[config.mk]
export PLATFORM = sky130hd
export DESIGN_NAME = clock_lp_ctrl
export DESIGN_NICKNAME = d
export VERILOG_FILES = /design/src/hdl/clk_lp_pkg.sv /design/src/hdl/clock_lp_ctrl.sv
export VERILOG_INCLUDE_DIRS = /design/src /design/src/hdl
export SDC_FILE = /design/constraint.sdc
export NUM_CORES = 1
export LEC_CHECK = 0
export CAP_MARGIN = 20
export CORE_ASPECT_RATIO = 1.1
export CORE_MARGIN = 2
export CORE_UTILIZATION = 45
export DETAILED_ROUTE_END_ITERATION = 10
export DONT_BUFFER_PORTS = 1
export PLACE_DENSITY_LB_ADDON = 0.3
export SLEW_MARGIN = 20
export SYNTH_ARGS = -nofsm -noshare
export SYNTH_HDL_FRONTEND = slang
export SYNTH_SLANG_ARGS = --single-unit
[constraint.sdc]
create_clock -name clk_sys -period 12.7 [get_ports clk_sys]
set_clock_uncertainty 0.1 [all_clocks]
set_input_delay 1.27 -clock clk_sys [delete_from_list [all_inputs] [get_ports clk_sys]]
set_output_delay 1.27 -clock clk_sys [all_outputs]
set_load 0.01 [all_outputs]
[src/hdl/clk_lp_cfg.svh]
// register map, reset values, msi range and bus limits, fail timeout and timing counts
`ifndef CLK_LP_CFG_SVH
`define CLK_LP_CFG_SVH
`define OFS_CLKCFG 12'h000
`define OFS_GATES 12'h004
`define OFS_TRIM 12'h008
`define OFS_PWRCTL 12'h00c
`define OFS_STATUS 12'h010
`define OFS_RESETSTAT 12'h014
`define RST_CLKCFG 32'h0000_0500
`define RST_GATES 32'h0000_0001
`define RST_TRIM 32'h0000_1010
`define RST_PWRCTL 32'h0000_0000
`define STOP_WAKE_NS 8000
`define STBY_WAKE_NS 60000
`define CLK_PERIOD_NS 8
`define STOP_WAKE_CYC (`STOP_WAKE_NS / `CLK_PERIOD_NS)
`define STBY_WAKE_CYC (`STBY_WAKE_NS / `CLK_PERIOD_NS)
`define MSI_RANGE_2MHZ 3'h5
`define MSI_RANGE_MAX 3'h6
`define FAIL_TIMEOUT 8'h40
`define BUS_MAX_HZ 32000000
`define PLL_USB_HZ 48000000
`endif

[src/hdl/clk_lp_pkg.sv]
// types for the clock and low-power controller
package clk_lp_pkg;
    typedef enum logic [1:0] {SRC_MSI, SRC_HSI, SRC_HSE, SRC_PLL} sysSrc_t;
    typedef enum logic [1:0] {AUX_NONE, AUX_LSI, AUX_LSE, AUX_HSE} auxSrc_t;
    typedef enum {PM_RUN, PM_STOP, PM_STBY, PM_WAKE} pwrMode_t;
    typedef struct packed {
        logic [15:0] extLine;
        logic supplyLevel;
        logic comp1;
        logic comp2;
        logic usbWake;
    } stopWake_t;
    typedef struct packed {
        logic [2:0] wakePin;
        logic rtcEvent;
        logic wdgReset;
    } stbyWake_t;
    typedef struct packed {
        logic oscHse;
        logic oscHsi;
        logic oscMsi;
        logic oscLse;
        logic oscLsi;
        logic pllOn;
        logic regLowPower;
        logic coreOff;
    } pwrOut_t;
endpackage

[src/hdl/clock_lp_ctrl.sv]
// clock source selection, dividers, gating, fail monitor and low-power sequencing
//
// Decided for this implementation: the APB register port and the placing of the registers.
`timescale 1ns/1ps
`include "clk_lp_cfg.svh"

module clock_lp_ctrl #(
    parameter int SYS_HZ = 32000000,
    parameter int NUM_GATES = 16,
    parameter int STOP_WAKE_CYCLES = `STOP_WAKE_CYC,
    parameter int STBY_WAKE_CYCLES = `STBY_WAKE_CYC
) (
    input wire logic clk_sys,
    input wire logic rst,
    input wire logic psel,
    input wire logic penable,
    input wire logic pwrite,
    input wire logic [11:0] paddr,
    input wire logic [31:0] pwdata,
    output logic [31:0] prdata,
    output logic pready,
    output logic pslverr,
    input wire logic [4:0] oscReady,
    input wire logic hseAlive,
    input wire logic lsiTick,
    input wire logic refIntOn,
    input wire clk_lp_pkg::stopWake_t stopWake,
    input wire clk_lp_pkg::stbyWake_t stbyWake,
    input wire logic extResetPin,
    output clk_lp_pkg::pwrOut_t pwrOut,
    output logic [1:0] sysSrcSel,
    output logic [2:0] msiRange,
    output logic [7:0] hsiTrim,
    output logic [7:0] msiTrim,
    output logic [1:0] auxSrcSel,
    output logic usbClkEn,
    output logic coreClkEn,
    output logic ahbClkEn,
    output logic apb1ClkEn,
    output logic apb2ClkEn,
    output logic [NUM_GATES-1:0] periphClkEn,
    output logic memClkEn,
    output logic [1:0] clkOutSel,
    output logic failIrq,
    output logic stateLost
);

    // ------------------------------------------------------------
    // input synchronisers
    // ------------------------------------------------------------
    localparam int SW = 5 + 1 + 1 + 1 + $bits(clk_lp_pkg::stopWake_t) + $bits(clk_lp_pkg::stbyWake_t) + 1;
    logic [SW-1:0] syncA_ff;
    logic [SW-1:0] syncB_ff;
    always_ff @(posedge clk_sys or posedge rst) begin
        if (rst) begin
            syncA_ff <= '0;
            syncB_ff <= '0;
        end else begin
            syncA_ff <= {oscReady, hseAlive, lsiTick, refIntOn, stopWake, stbyWake, extResetPin};
            syncB_ff <= syncA_ff;
        end
    end
    logic [4:0] rdy;
    logic hseAliveS, lsiTickS, refOnS, extRstS;
    clk_lp_pkg::stopWake_t swS;
    clk_lp_pkg::stbyWake_t sbS;
    assign {rdy, hseAliveS, lsiTickS, refOnS, swS, sbS, extRstS} = syncB_ff;

    // ------------------------------------------------------------
    // registers
    // ------------------------------------------------------------
    // clkcfg: [1:0] src req, [4:2] ahb div, [7:5] apb1 div, [10:8] msi range,
    // [12:11] aux src, [14:13] clkout sel, [15] fail mon en, [16] fail irq en,
    // [19:17] apb2 div
    logic [31:0] clkCfg_ff;
    logic [31:0] gates_ff;
    logic [31:0] trim_ff;
    logic [31:0] pwrCtl_ff;
    logic [1:0] srcAct_ff;
    logic failFlag_ff;
    logic [15:0] lsiCnt_ff;
    logic [15:0] lsiMeas_ff;
    logic [2:0] rstCause_ff;
    clk_lp_pkg::pwrMode_t mode_ff;

    logic wr, rd;
    assign wr = psel && penable && pwrite;
    assign rd = psel && !penable && !pwrite;

    // safe divider limit: ahb and apb must stay at or below bus maximum
    function automatic logic [2:0] limitDiv(input logic [2:0] d);
        if ((SYS_HZ >> d) > `BUS_MAX_HZ)
            limitDiv = 3'h1;
        else
            limitDiv = d;
    endfunction

    logic clkCfgWrite;
    assign clkCfgWrite = wr && paddr == `OFS_CLKCFG;

    always_ff @(posedge clk_sys or posedge rst) begin
        if (rst) begin
            clkCfg_ff <= `RST_CLKCFG;
            gates_ff <= `RST_GATES;
            trim_ff <= `RST_TRIM;
            pwrCtl_ff <= `RST_PWRCTL;
        end else if (mode_ff == clk_lp_pkg::PM_WAKE && pwrCtl_ff[1]) begin
            // standby exit behaves as a reset of ordinary state
            clkCfg_ff <= `RST_CLKCFG;
            gates_ff <= `RST_GATES;
            trim_ff <= `RST_TRIM;
            pwrCtl_ff <= `RST_PWRCTL;
        end else if (wr) begin
            unique case (paddr)
                `OFS_CLKCFG: begin
                    clkCfg_ff <= pwdata;
                    clkCfg_ff[4:2] <= limitDiv(pwdata[4:2]);
                    if (pwdata[10:8] > `MSI_RANGE_MAX)
                        clkCfg_ff[10:8] <= `MSI_RANGE_MAX;
                end
                `OFS_GATES: gates_ff <= pwdata;
                `OFS_TRIM: trim_ff <= pwdata;
                `OFS_PWRCTL: pwrCtl_ff <= pwdata;
                default: ;
            endcase
        end else if (mode_ff != clk_lp_pkg::PM_RUN) begin
            pwrCtl_ff[0] <= 1'b0; // entry request consumed
        end
    end

    // ------------------------------------------------------------
    // source switching and fail monitor
    // ------------------------------------------------------------
    logic [7:0] failCnt_ff;
    logic failDet;
    assign failDet = clkCfg_ff[15] && failCnt_ff == `FAIL_TIMEOUT;
    always_ff @(posedge clk_sys or posedge rst) begin
        if (rst) begin
            failCnt_ff <= 8'h00;
        end else if (hseAliveS || !clkCfg_ff[15]) begin
            failCnt_ff <= 8'h00;
        end else if (failCnt_ff != `FAIL_TIMEOUT) begin
            failCnt_ff <= failCnt_ff + 8'h01;
        end
    end

    always_ff @(posedge clk_sys or posedge rst) begin
        if (rst) begin
            srcAct_ff <= 2'(clk_lp_pkg::SRC_MSI);
        end else if (failDet && srcAct_ff inside {2'(clk_lp_pkg::SRC_HSE), 2'(clk_lp_pkg::SRC_PLL)}) begin
            srcAct_ff <= 2'(clk_lp_pkg::SRC_HSI);
        end else if (mode_ff == clk_lp_pkg::PM_WAKE) begin
            srcAct_ff <= 2'(clk_lp_pkg::SRC_MSI);
        end else if (clkCfg_ff[1:0] != srcAct_ff && rdy[clkCfg_ff[1:0]]
            && !(failFlag_ff && clkCfg_ff[1])) begin
            // a failed crystal must not be reselected until software clears the flag
            srcAct_ff <= clkCfg_ff[1:0];
        end
    end

    always_ff @(posedge clk_sys or posedge rst) begin
        if (rst) begin
            failFlag_ff <= 1'b0;
        end else if (failDet) begin
            failFlag_ff <= 1'b1;
        end else if (wr && paddr == `OFS_STATUS && pwdata[0]) begin
            failFlag_ff <= 1'b0;
        end
    end

    // ------------------------------------------------------------
    // slow oscillator measurement against fast internal
    // ------------------------------------------------------------
    logic lsiTickD_ff;
    always_ff @(posedge clk_sys or posedge rst) begin
        if (rst) begin
            lsiTickD_ff <= 1'b0;
            lsiCnt_ff <= 16'h0000;
            lsiMeas_ff <= 16'h0000;
        end else begin
            lsiTickD_ff <= lsiTickS;
            if (lsiTickS && !lsiTickD_ff) begin
                lsiMeas_ff <= lsiCnt_ff;
                lsiCnt_ff <= 16'h0000;
            end else if (lsiCnt_ff != 16'hffff) begin
                lsiCnt_ff <= lsiCnt_ff + 16'h0001;
            end
        end
    end

    // ------------------------------------------------------------
    // divider enables applied on period boundaries
    // ------------------------------------------------------------
    logic [6:0] divCnt_ff;
    logic [2:0] ahbDiv_ff, apb1Div_ff, apb2Div_ff;
    logic ahbTick, apb1Tick, apb2Tick;
    assign ahbTick = (divCnt_ff & ((7'h01 << ahbDiv_ff) - 7'h01)) == 7'h00;
    assign apb1Tick = ahbTick && (divCnt_ff & ((7'h01 << (ahbDiv_ff + apb1Div_ff)) - 7'h01)) == 7'h00;
    assign apb2Tick = ahbTick && (divCnt_ff & ((7'h01 << (ahbDiv_ff + apb2Div_ff)) - 7'h01)) == 7'h00;
    always_ff @(posedge clk_sys or posedge rst) begin
        if (rst) begin
            divCnt_ff <= 7'h00;
            ahbDiv_ff <= 3'h0;
            apb1Div_ff <= 3'h0;
            apb2Div_ff <= 3'h0;
        end else begin
            divCnt_ff <= divCnt_ff + 7'h01;
            if (divCnt_ff == 7'h7f) begin
                ahbDiv_ff <= clkCfg_ff[4:2];
                apb1Div_ff <= clkCfg_ff[7:5] > 3'h4 ? 3'h4 : clkCfg_ff[7:5];
                apb2Div_ff <= clkCfg_ff[19:17] > 3'h4 ? 3'h4 : clkCfg_ff[19:17];
            end
        end
    end

    // ------------------------------------------------------------
    // power mode sequencing
    // ------------------------------------------------------------
    logic [13:0] wakeCnt_ff;
    logic stopEv, stbyEv;
    assign stopEv = |swS.extLine || swS.supplyLevel || swS.comp1 || (swS.comp2 && refOnS)
        || swS.usbWake;
    logic [2:0] pinD_ff;
    assign stbyEv = extRstS || |(sbS.wakePin & ~pinD_ff)
        || (pwrCtl_ff[2] && (sbS.rtcEvent || sbS.wdgReset));

    always_ff @(posedge clk_sys or posedge rst) begin
        if (rst) begin
            mode_ff <= clk_lp_pkg::PM_RUN;
            wakeCnt_ff <= 14'h0000;
            pinD_ff <= 3'h0;
            rstCause_ff <= 3'h0;
        end else begin
            pinD_ff <= sbS.wakePin;
            unique case (mode_ff)
                clk_lp_pkg::PM_RUN: begin
                    if (pwrCtl_ff[0])
                        mode_ff <= pwrCtl_ff[1] ? clk_lp_pkg::PM_STBY : clk_lp_pkg::PM_STOP;
                end
                clk_lp_pkg::PM_STOP: begin
                    if (stopEv) begin
                        mode_ff <= clk_lp_pkg::PM_WAKE;
                        wakeCnt_ff <= 14'(STOP_WAKE_CYCLES - 1);
                    end
                end
                clk_lp_pkg::PM_STBY: begin
                    if (stbyEv) begin
                        mode_ff <= clk_lp_pkg::PM_WAKE;
                        wakeCnt_ff <= 14'(STBY_WAKE_CYCLES - 1);
                        rstCause_ff <= {extRstS, sbS.wdgReset, |sbS.wakePin};
                    end
                end
                clk_lp_pkg::PM_WAKE: begin
                    if (wakeCnt_ff == 14'h0000)
                        mode_ff <= clk_lp_pkg::PM_RUN;
                    else
                        wakeCnt_ff <= wakeCnt_ff - 14'h0001;
                end
            endcase
        end
    end

    // ------------------------------------------------------------
    // registered outputs
    // ------------------------------------------------------------
    logic inLp;
    assign inLp = mode_ff == clk_lp_pkg::PM_STOP || mode_ff == clk_lp_pkg::PM_STBY;
    always_ff @(posedge clk_sys or posedge rst) begin
        if (rst) begin
            pwrOut <= '{1'b0, 1'b0, 1'b1, 1'b0, 1'b1, 1'b0, 1'b0, 1'b0};
            sysSrcSel <= 2'(clk_lp_pkg::SRC_MSI);
            msiRange <= `MSI_RANGE_2MHZ;
            hsiTrim <= 8'h10;
            msiTrim <= 8'h10;
            auxSrcSel <= 2'(clk_lp_pkg::AUX_NONE);
            usbClkEn <= 1'b0;
            coreClkEn <= 1'b1;
            ahbClkEn <= 1'b0;
            apb1ClkEn <= 1'b0;
            apb2ClkEn <= 1'b0;
            periphClkEn <= '0;
            memClkEn <= 1'b0;
            clkOutSel <= 2'h0;
            failIrq <= 1'b0;
            stateLost <= 1'b0;
        end else begin
            pwrOut.oscHse <= !inLp && (srcAct_ff == 2'(clk_lp_pkg::SRC_HSE) || clkCfg_ff[1:0] == 2'(clk_lp_pkg::SRC_HSE)
                || clkCfg_ff[1:0] == 2'(clk_lp_pkg::SRC_PLL));
            pwrOut.oscHsi <= !inLp && (srcAct_ff == 2'(clk_lp_pkg::SRC_HSI) || failFlag_ff);
            pwrOut.oscMsi <= !inLp;
            // slow sources stay up in low power unless standby without rtc
            pwrOut.oscLse <= clkCfg_ff[12:11] == 2'(clk_lp_pkg::AUX_LSE) && !(mode_ff == clk_lp_pkg::PM_STBY
                && !pwrCtl_ff[2]);
            pwrOut.oscLsi <= !(mode_ff == clk_lp_pkg::PM_STBY && !pwrCtl_ff[2]);
            pwrOut.pllOn <= !inLp && (clkCfg_ff[1:0] == 2'(clk_lp_pkg::SRC_PLL) || gates_ff[20]);
            pwrOut.regLowPower <= mode_ff == clk_lp_pkg::PM_STOP;
            pwrOut.coreOff <= mode_ff == clk_lp_pkg::PM_STBY;
            sysSrcSel <= srcAct_ff;
            msiRange <= clkCfg_ff[10:8];
            hsiTrim <= trim_ff[7:0];
            msiTrim <= trim_ff[15:8];
            auxSrcSel <= clkCfg_ff[12:11];
            usbClkEn <= !inLp && gates_ff[20] && rdy[3];
            coreClkEn <= !inLp && gates_ff[0];
            ahbClkEn <= !inLp && ahbTick;
            apb1ClkEn <= !inLp && apb1Tick;
            apb2ClkEn <= !inLp && apb2Tick;
            periphClkEn <= inLp ? '0 : NUM_GATES'(gates_ff[NUM_GATES+1:2]);
            memClkEn <= !inLp && gates_ff[1];
            clkOutSel <= clkCfg_ff[14:13];
            failIrq <= failFlag_ff && clkCfg_ff[16];
            stateLost <= mode_ff == clk_lp_pkg::PM_STBY;
        end
    end

    // ------------------------------------------------------------
    // apb slave: zero wait states, unmapped reads zero, error only above the resetstat offset
    // ------------------------------------------------------------
    always_ff @(posedge clk_sys or posedge rst) begin
        if (rst) begin
            prdata <= 32'h0000_0000;
            pready <= 1'b0;
            pslverr <= 1'b0;
        end else begin
            pready <= psel && !penable;
            pslverr <= psel && !penable && paddr > `OFS_RESETSTAT;
            if (rd) begin
                unique case (paddr)
                    `OFS_CLKCFG: prdata <= clkCfg_ff;
                    `OFS_GATES: prdata <= gates_ff;
                    `OFS_TRIM: prdata <= trim_ff;
                    `OFS_PWRCTL: prdata <= pwrCtl_ff;
                    `OFS_STATUS: prdata <= {lsiMeas_ff, 8'h00, rdy, srcAct_ff, failFlag_ff};
                    `OFS_RESETSTAT: prdata <= {29'h0000_0000, rstCause_ff};
                    default: prdata <= 32'h0000_0000;
                endcase
            end
        end
    end

endmodule

==> results.ini <==
[outcome]
outcome=finished, final reports clean

[setup_path]
critPathCaptureType=flip-flop
worst-path-buf-inv=1
crit_fanout=17
cp.arrival_ns=3.76
slowest_stage=nand3_1
required_ns=13.00
crit_type=in -> reg
critPathMaxStageDelay_ns=0.66
critical_path.top_delay_family=simple AND/OR/NAND/NOR gates
crit_path_cell_trace=nor4_1, and4_1, nand3_1, buf_4, o211ai_1, a21oi_1
start_kind=input port

[clock_tree]
path_clk_slew_ns=0.06
clock-sinks=368
cts_setup_buffers=0
clk_latency_ns=0.54
cts_buffer_depth=3
cts_made_buffers=39
ctsResizeCount=0
holdBufCountCts=0
ctsRootBufferMaster=clkbuf_16
cts_tree=built
htreeDepth=2

[placed_design]
io_buffers=0
numPlacedInstances=1863
dp.final_hpwl_um=26100
gp_congestion=0.857

[logic_synthesis]
syn-num-nets=1601
ys_ff_latch=368
ys_warn_count=0
synth_top_area_cell=dfrtp_1
synth.most_common_cell=dfrtp_1
synthTopCellsByCount=dfrtp_1, nand2_1, a21oi_1
synth_edf_count=0
yosysSeqAreaShare_pct=59.5
synthCells=1495
syn_area_per_cell_um2=10.4
synthArstFlopShare_pct=100
syn_area_mm2=0.0155
synth_top_area_share_pct=57.4
ys_types=68
synthFlopType=dfrtp_1
synth_area_leaders=dfrtp_1, nand2_1, a21oi_1

[finish]
area_growth_pct=11.1
diodes=0
fin_nets=1572
stdcell_count=1934
final_util_pct=50.5
drive_gt1_share_pct=8.89

[global_route]
antenna_found_initial=0
grt_max_degree=175
grt_pass1_vias=11100
grt_pass1_wl_um=63300
overflow=0
grt_usage_pct=22.8

[power_and_ir_drop]
leakage_nw=7.55
totalPowerFinal_mw=2.73
clockPowerShare_pct=43.5
max-vdd-ir-drop_uv=105
p_sw_share_pct=25.2
pwr-share-comb_pct=9.7
power_density_mw_per_mm2=159
p_int_mw=2.04
p_seq_share_pct=46.8
net-switching-power_mw=0.689

[floorplan]
num_rows=71
die_area_mm2=0.0360
io_pins=174
die_w_um=181
start_util_pct=45.5
core-area_mm2=0.0341
fp.dieH_um=199

[route]
drt-vias-per-instance=5.72
first_pass_iters=7
drc=0
wl_per_cell_um=20.9
drtIter0Drc=891
vias=11100
postRouteAntennaNets=0
routed_wirelength_um=40500

[flow_run]
cap_violations=0

[sta]
tns_ns=0
period_needed_ns=3.46
setup_viol=0
relSlewSlack_pct=32.1
finalCritPeriodShare_pct=27.3
rsz0062_at_grt=no
maxSlewViolCount=0
tightestPinTransition_ns=1.02
finalHoldViolations=0
clock.fmax_mhz=289

[worst_hold_path]
hold_path.class=reg -> reg

through the flow:
stage               cell area, um^2  setup slack [ns]  hold WS [ns]
global route                  17200              9.12         0.252
floorplan                     15500              1.13         0.231
finish                        17200              9.24         0.245
CTS                           17200              9.31         0.247
detailed placement            15900              8.78         0.235
global placement              15900              8.83         0.232
sequential cells by signal, indices dropped and copies added, names as in the netlist, 3 cells and up:
name / flops
pwrOut: 7
apb2Div_ff: 3
ahbDiv_ff: 3
clkCfg_ff: 32
msiRange: 3
trim_ff: 32
syncB_ff: 34
lsiCnt_ff: 16
divCnt_ff: 7
gates_ff: 32
hsiTrim: 8
wakeCnt_ff: 14
periphClkEn: 16
msiTrim: 8
syncA_ff: 34
apb1Div_ff: 3
pinD_ff: 3
lsiMeas_ff: 16
failCnt_ff: 8
prdata: 32
rstCause_ff: 3
pwrCtl_ff: 32
cell usage in the layout (no fill, tap or decap), drive strengths merged, types with 4 or more instances in the layout:
cell    count
dfrtp     356
inv        30
or4         8
o221ai     23
buf        20
clkinv     10
a21oi     175
nor2b      23
xor2        9
nor3       20
nor4       13
and3       11
ha         21
mux2i      60
clkbuf     53
o21ai      44
nand2b      9
mux2       16
a22o        4
bufinv      5
o31ai      11
a221o       5
nand3b      7
xnor2      11
nor2       66
nand4       7
nand2     353
or3        19
dfstp      12
nand3      26
and4        4
a22oi      10
layer usage:
metal  vias to the layer above  GRT usage, %  share of wire, %
met5                         -             0                 0
li1                       5082             -                 -
met3                        73          5.42               7.4
met1                      5532          29.5                42
met4                         0          8.40               3.0
met2                       381          37.5                48
layout make-up:
class | count | area, um^2
clock buffers | 53 | 1100
multi-input cells | 1007 | 5830
flip-flops and latches | 368 | 9220
well taps | 438 | 548
repair buffers | 20 | 163
clock inverters | 18 | 249
inverters | 30 | 120
fillers | 3095 | 16900
worst register-to-register path: cells and delay by family (launching register included):
kind                     cells  cell delay, ns
AND/OR/NAND/NOR              3            0.96
adder cells (fa/ha/maj)      3            0.94
flip-flops                   1            0.47
XOR/XNOR                     1            0.47
AO/OA/AOI/OAI                1            0.21
cells by family after synthesis:
group | count (synthesis) | share of synthesized area [%]
AND/OR/NAND/NOR | 581 | 17.1
AO/OA/AOI/OAI | 304 | 11.7
XOR/XNOR | 23 | 1.57
flip-flops | 368 | 59.5
buffers and inverters | 120 | 3.11
multiplexers | 76 | 5.03
adder cells (fa/ha/maj) | 23 | 1.95
final timing paths:
check	slack (ns)	depth (start not counted)	to	start
worst max-delay path	9.24	6	pwrCtl_ff[0]$_DFFE_PP0P_	paddr[8]
worst min-delay path	0.25	0	syncB_ff[29]$_DFF_PP0_	syncA_ff[29]$_DFF_PP0_
worst max register to register	9.47	8	apb2ClkEn$_DFF_PP0_	ahbDiv_ff[0]$_DFFE_PP0N_
worst min register to register	0.25	0	syncB_ff[29]$_DFF_PP0_	syncA_ff[29]$_DFF_PP0_
max in group asynchronous	10.38	2	usbClkEn$_DFF_PP0_	rst
min in group asynchronous	0.68	1	syncA_ff[17]$_DFF_PP0_	rst
power by group through the flow:
stage	Combinational, mW	Sequential, mW	Clock (mW)
final	0.265	1.28	1.19
after global routing	0.298	1.29	1.26
after CTS	0.267	1.28	1.21
after detailed placement	0.265	1.30	0
after global placement	0.260	1.30	0
after floorplan	0.204	1.29	0
Power figures use the tool's default switching activity.
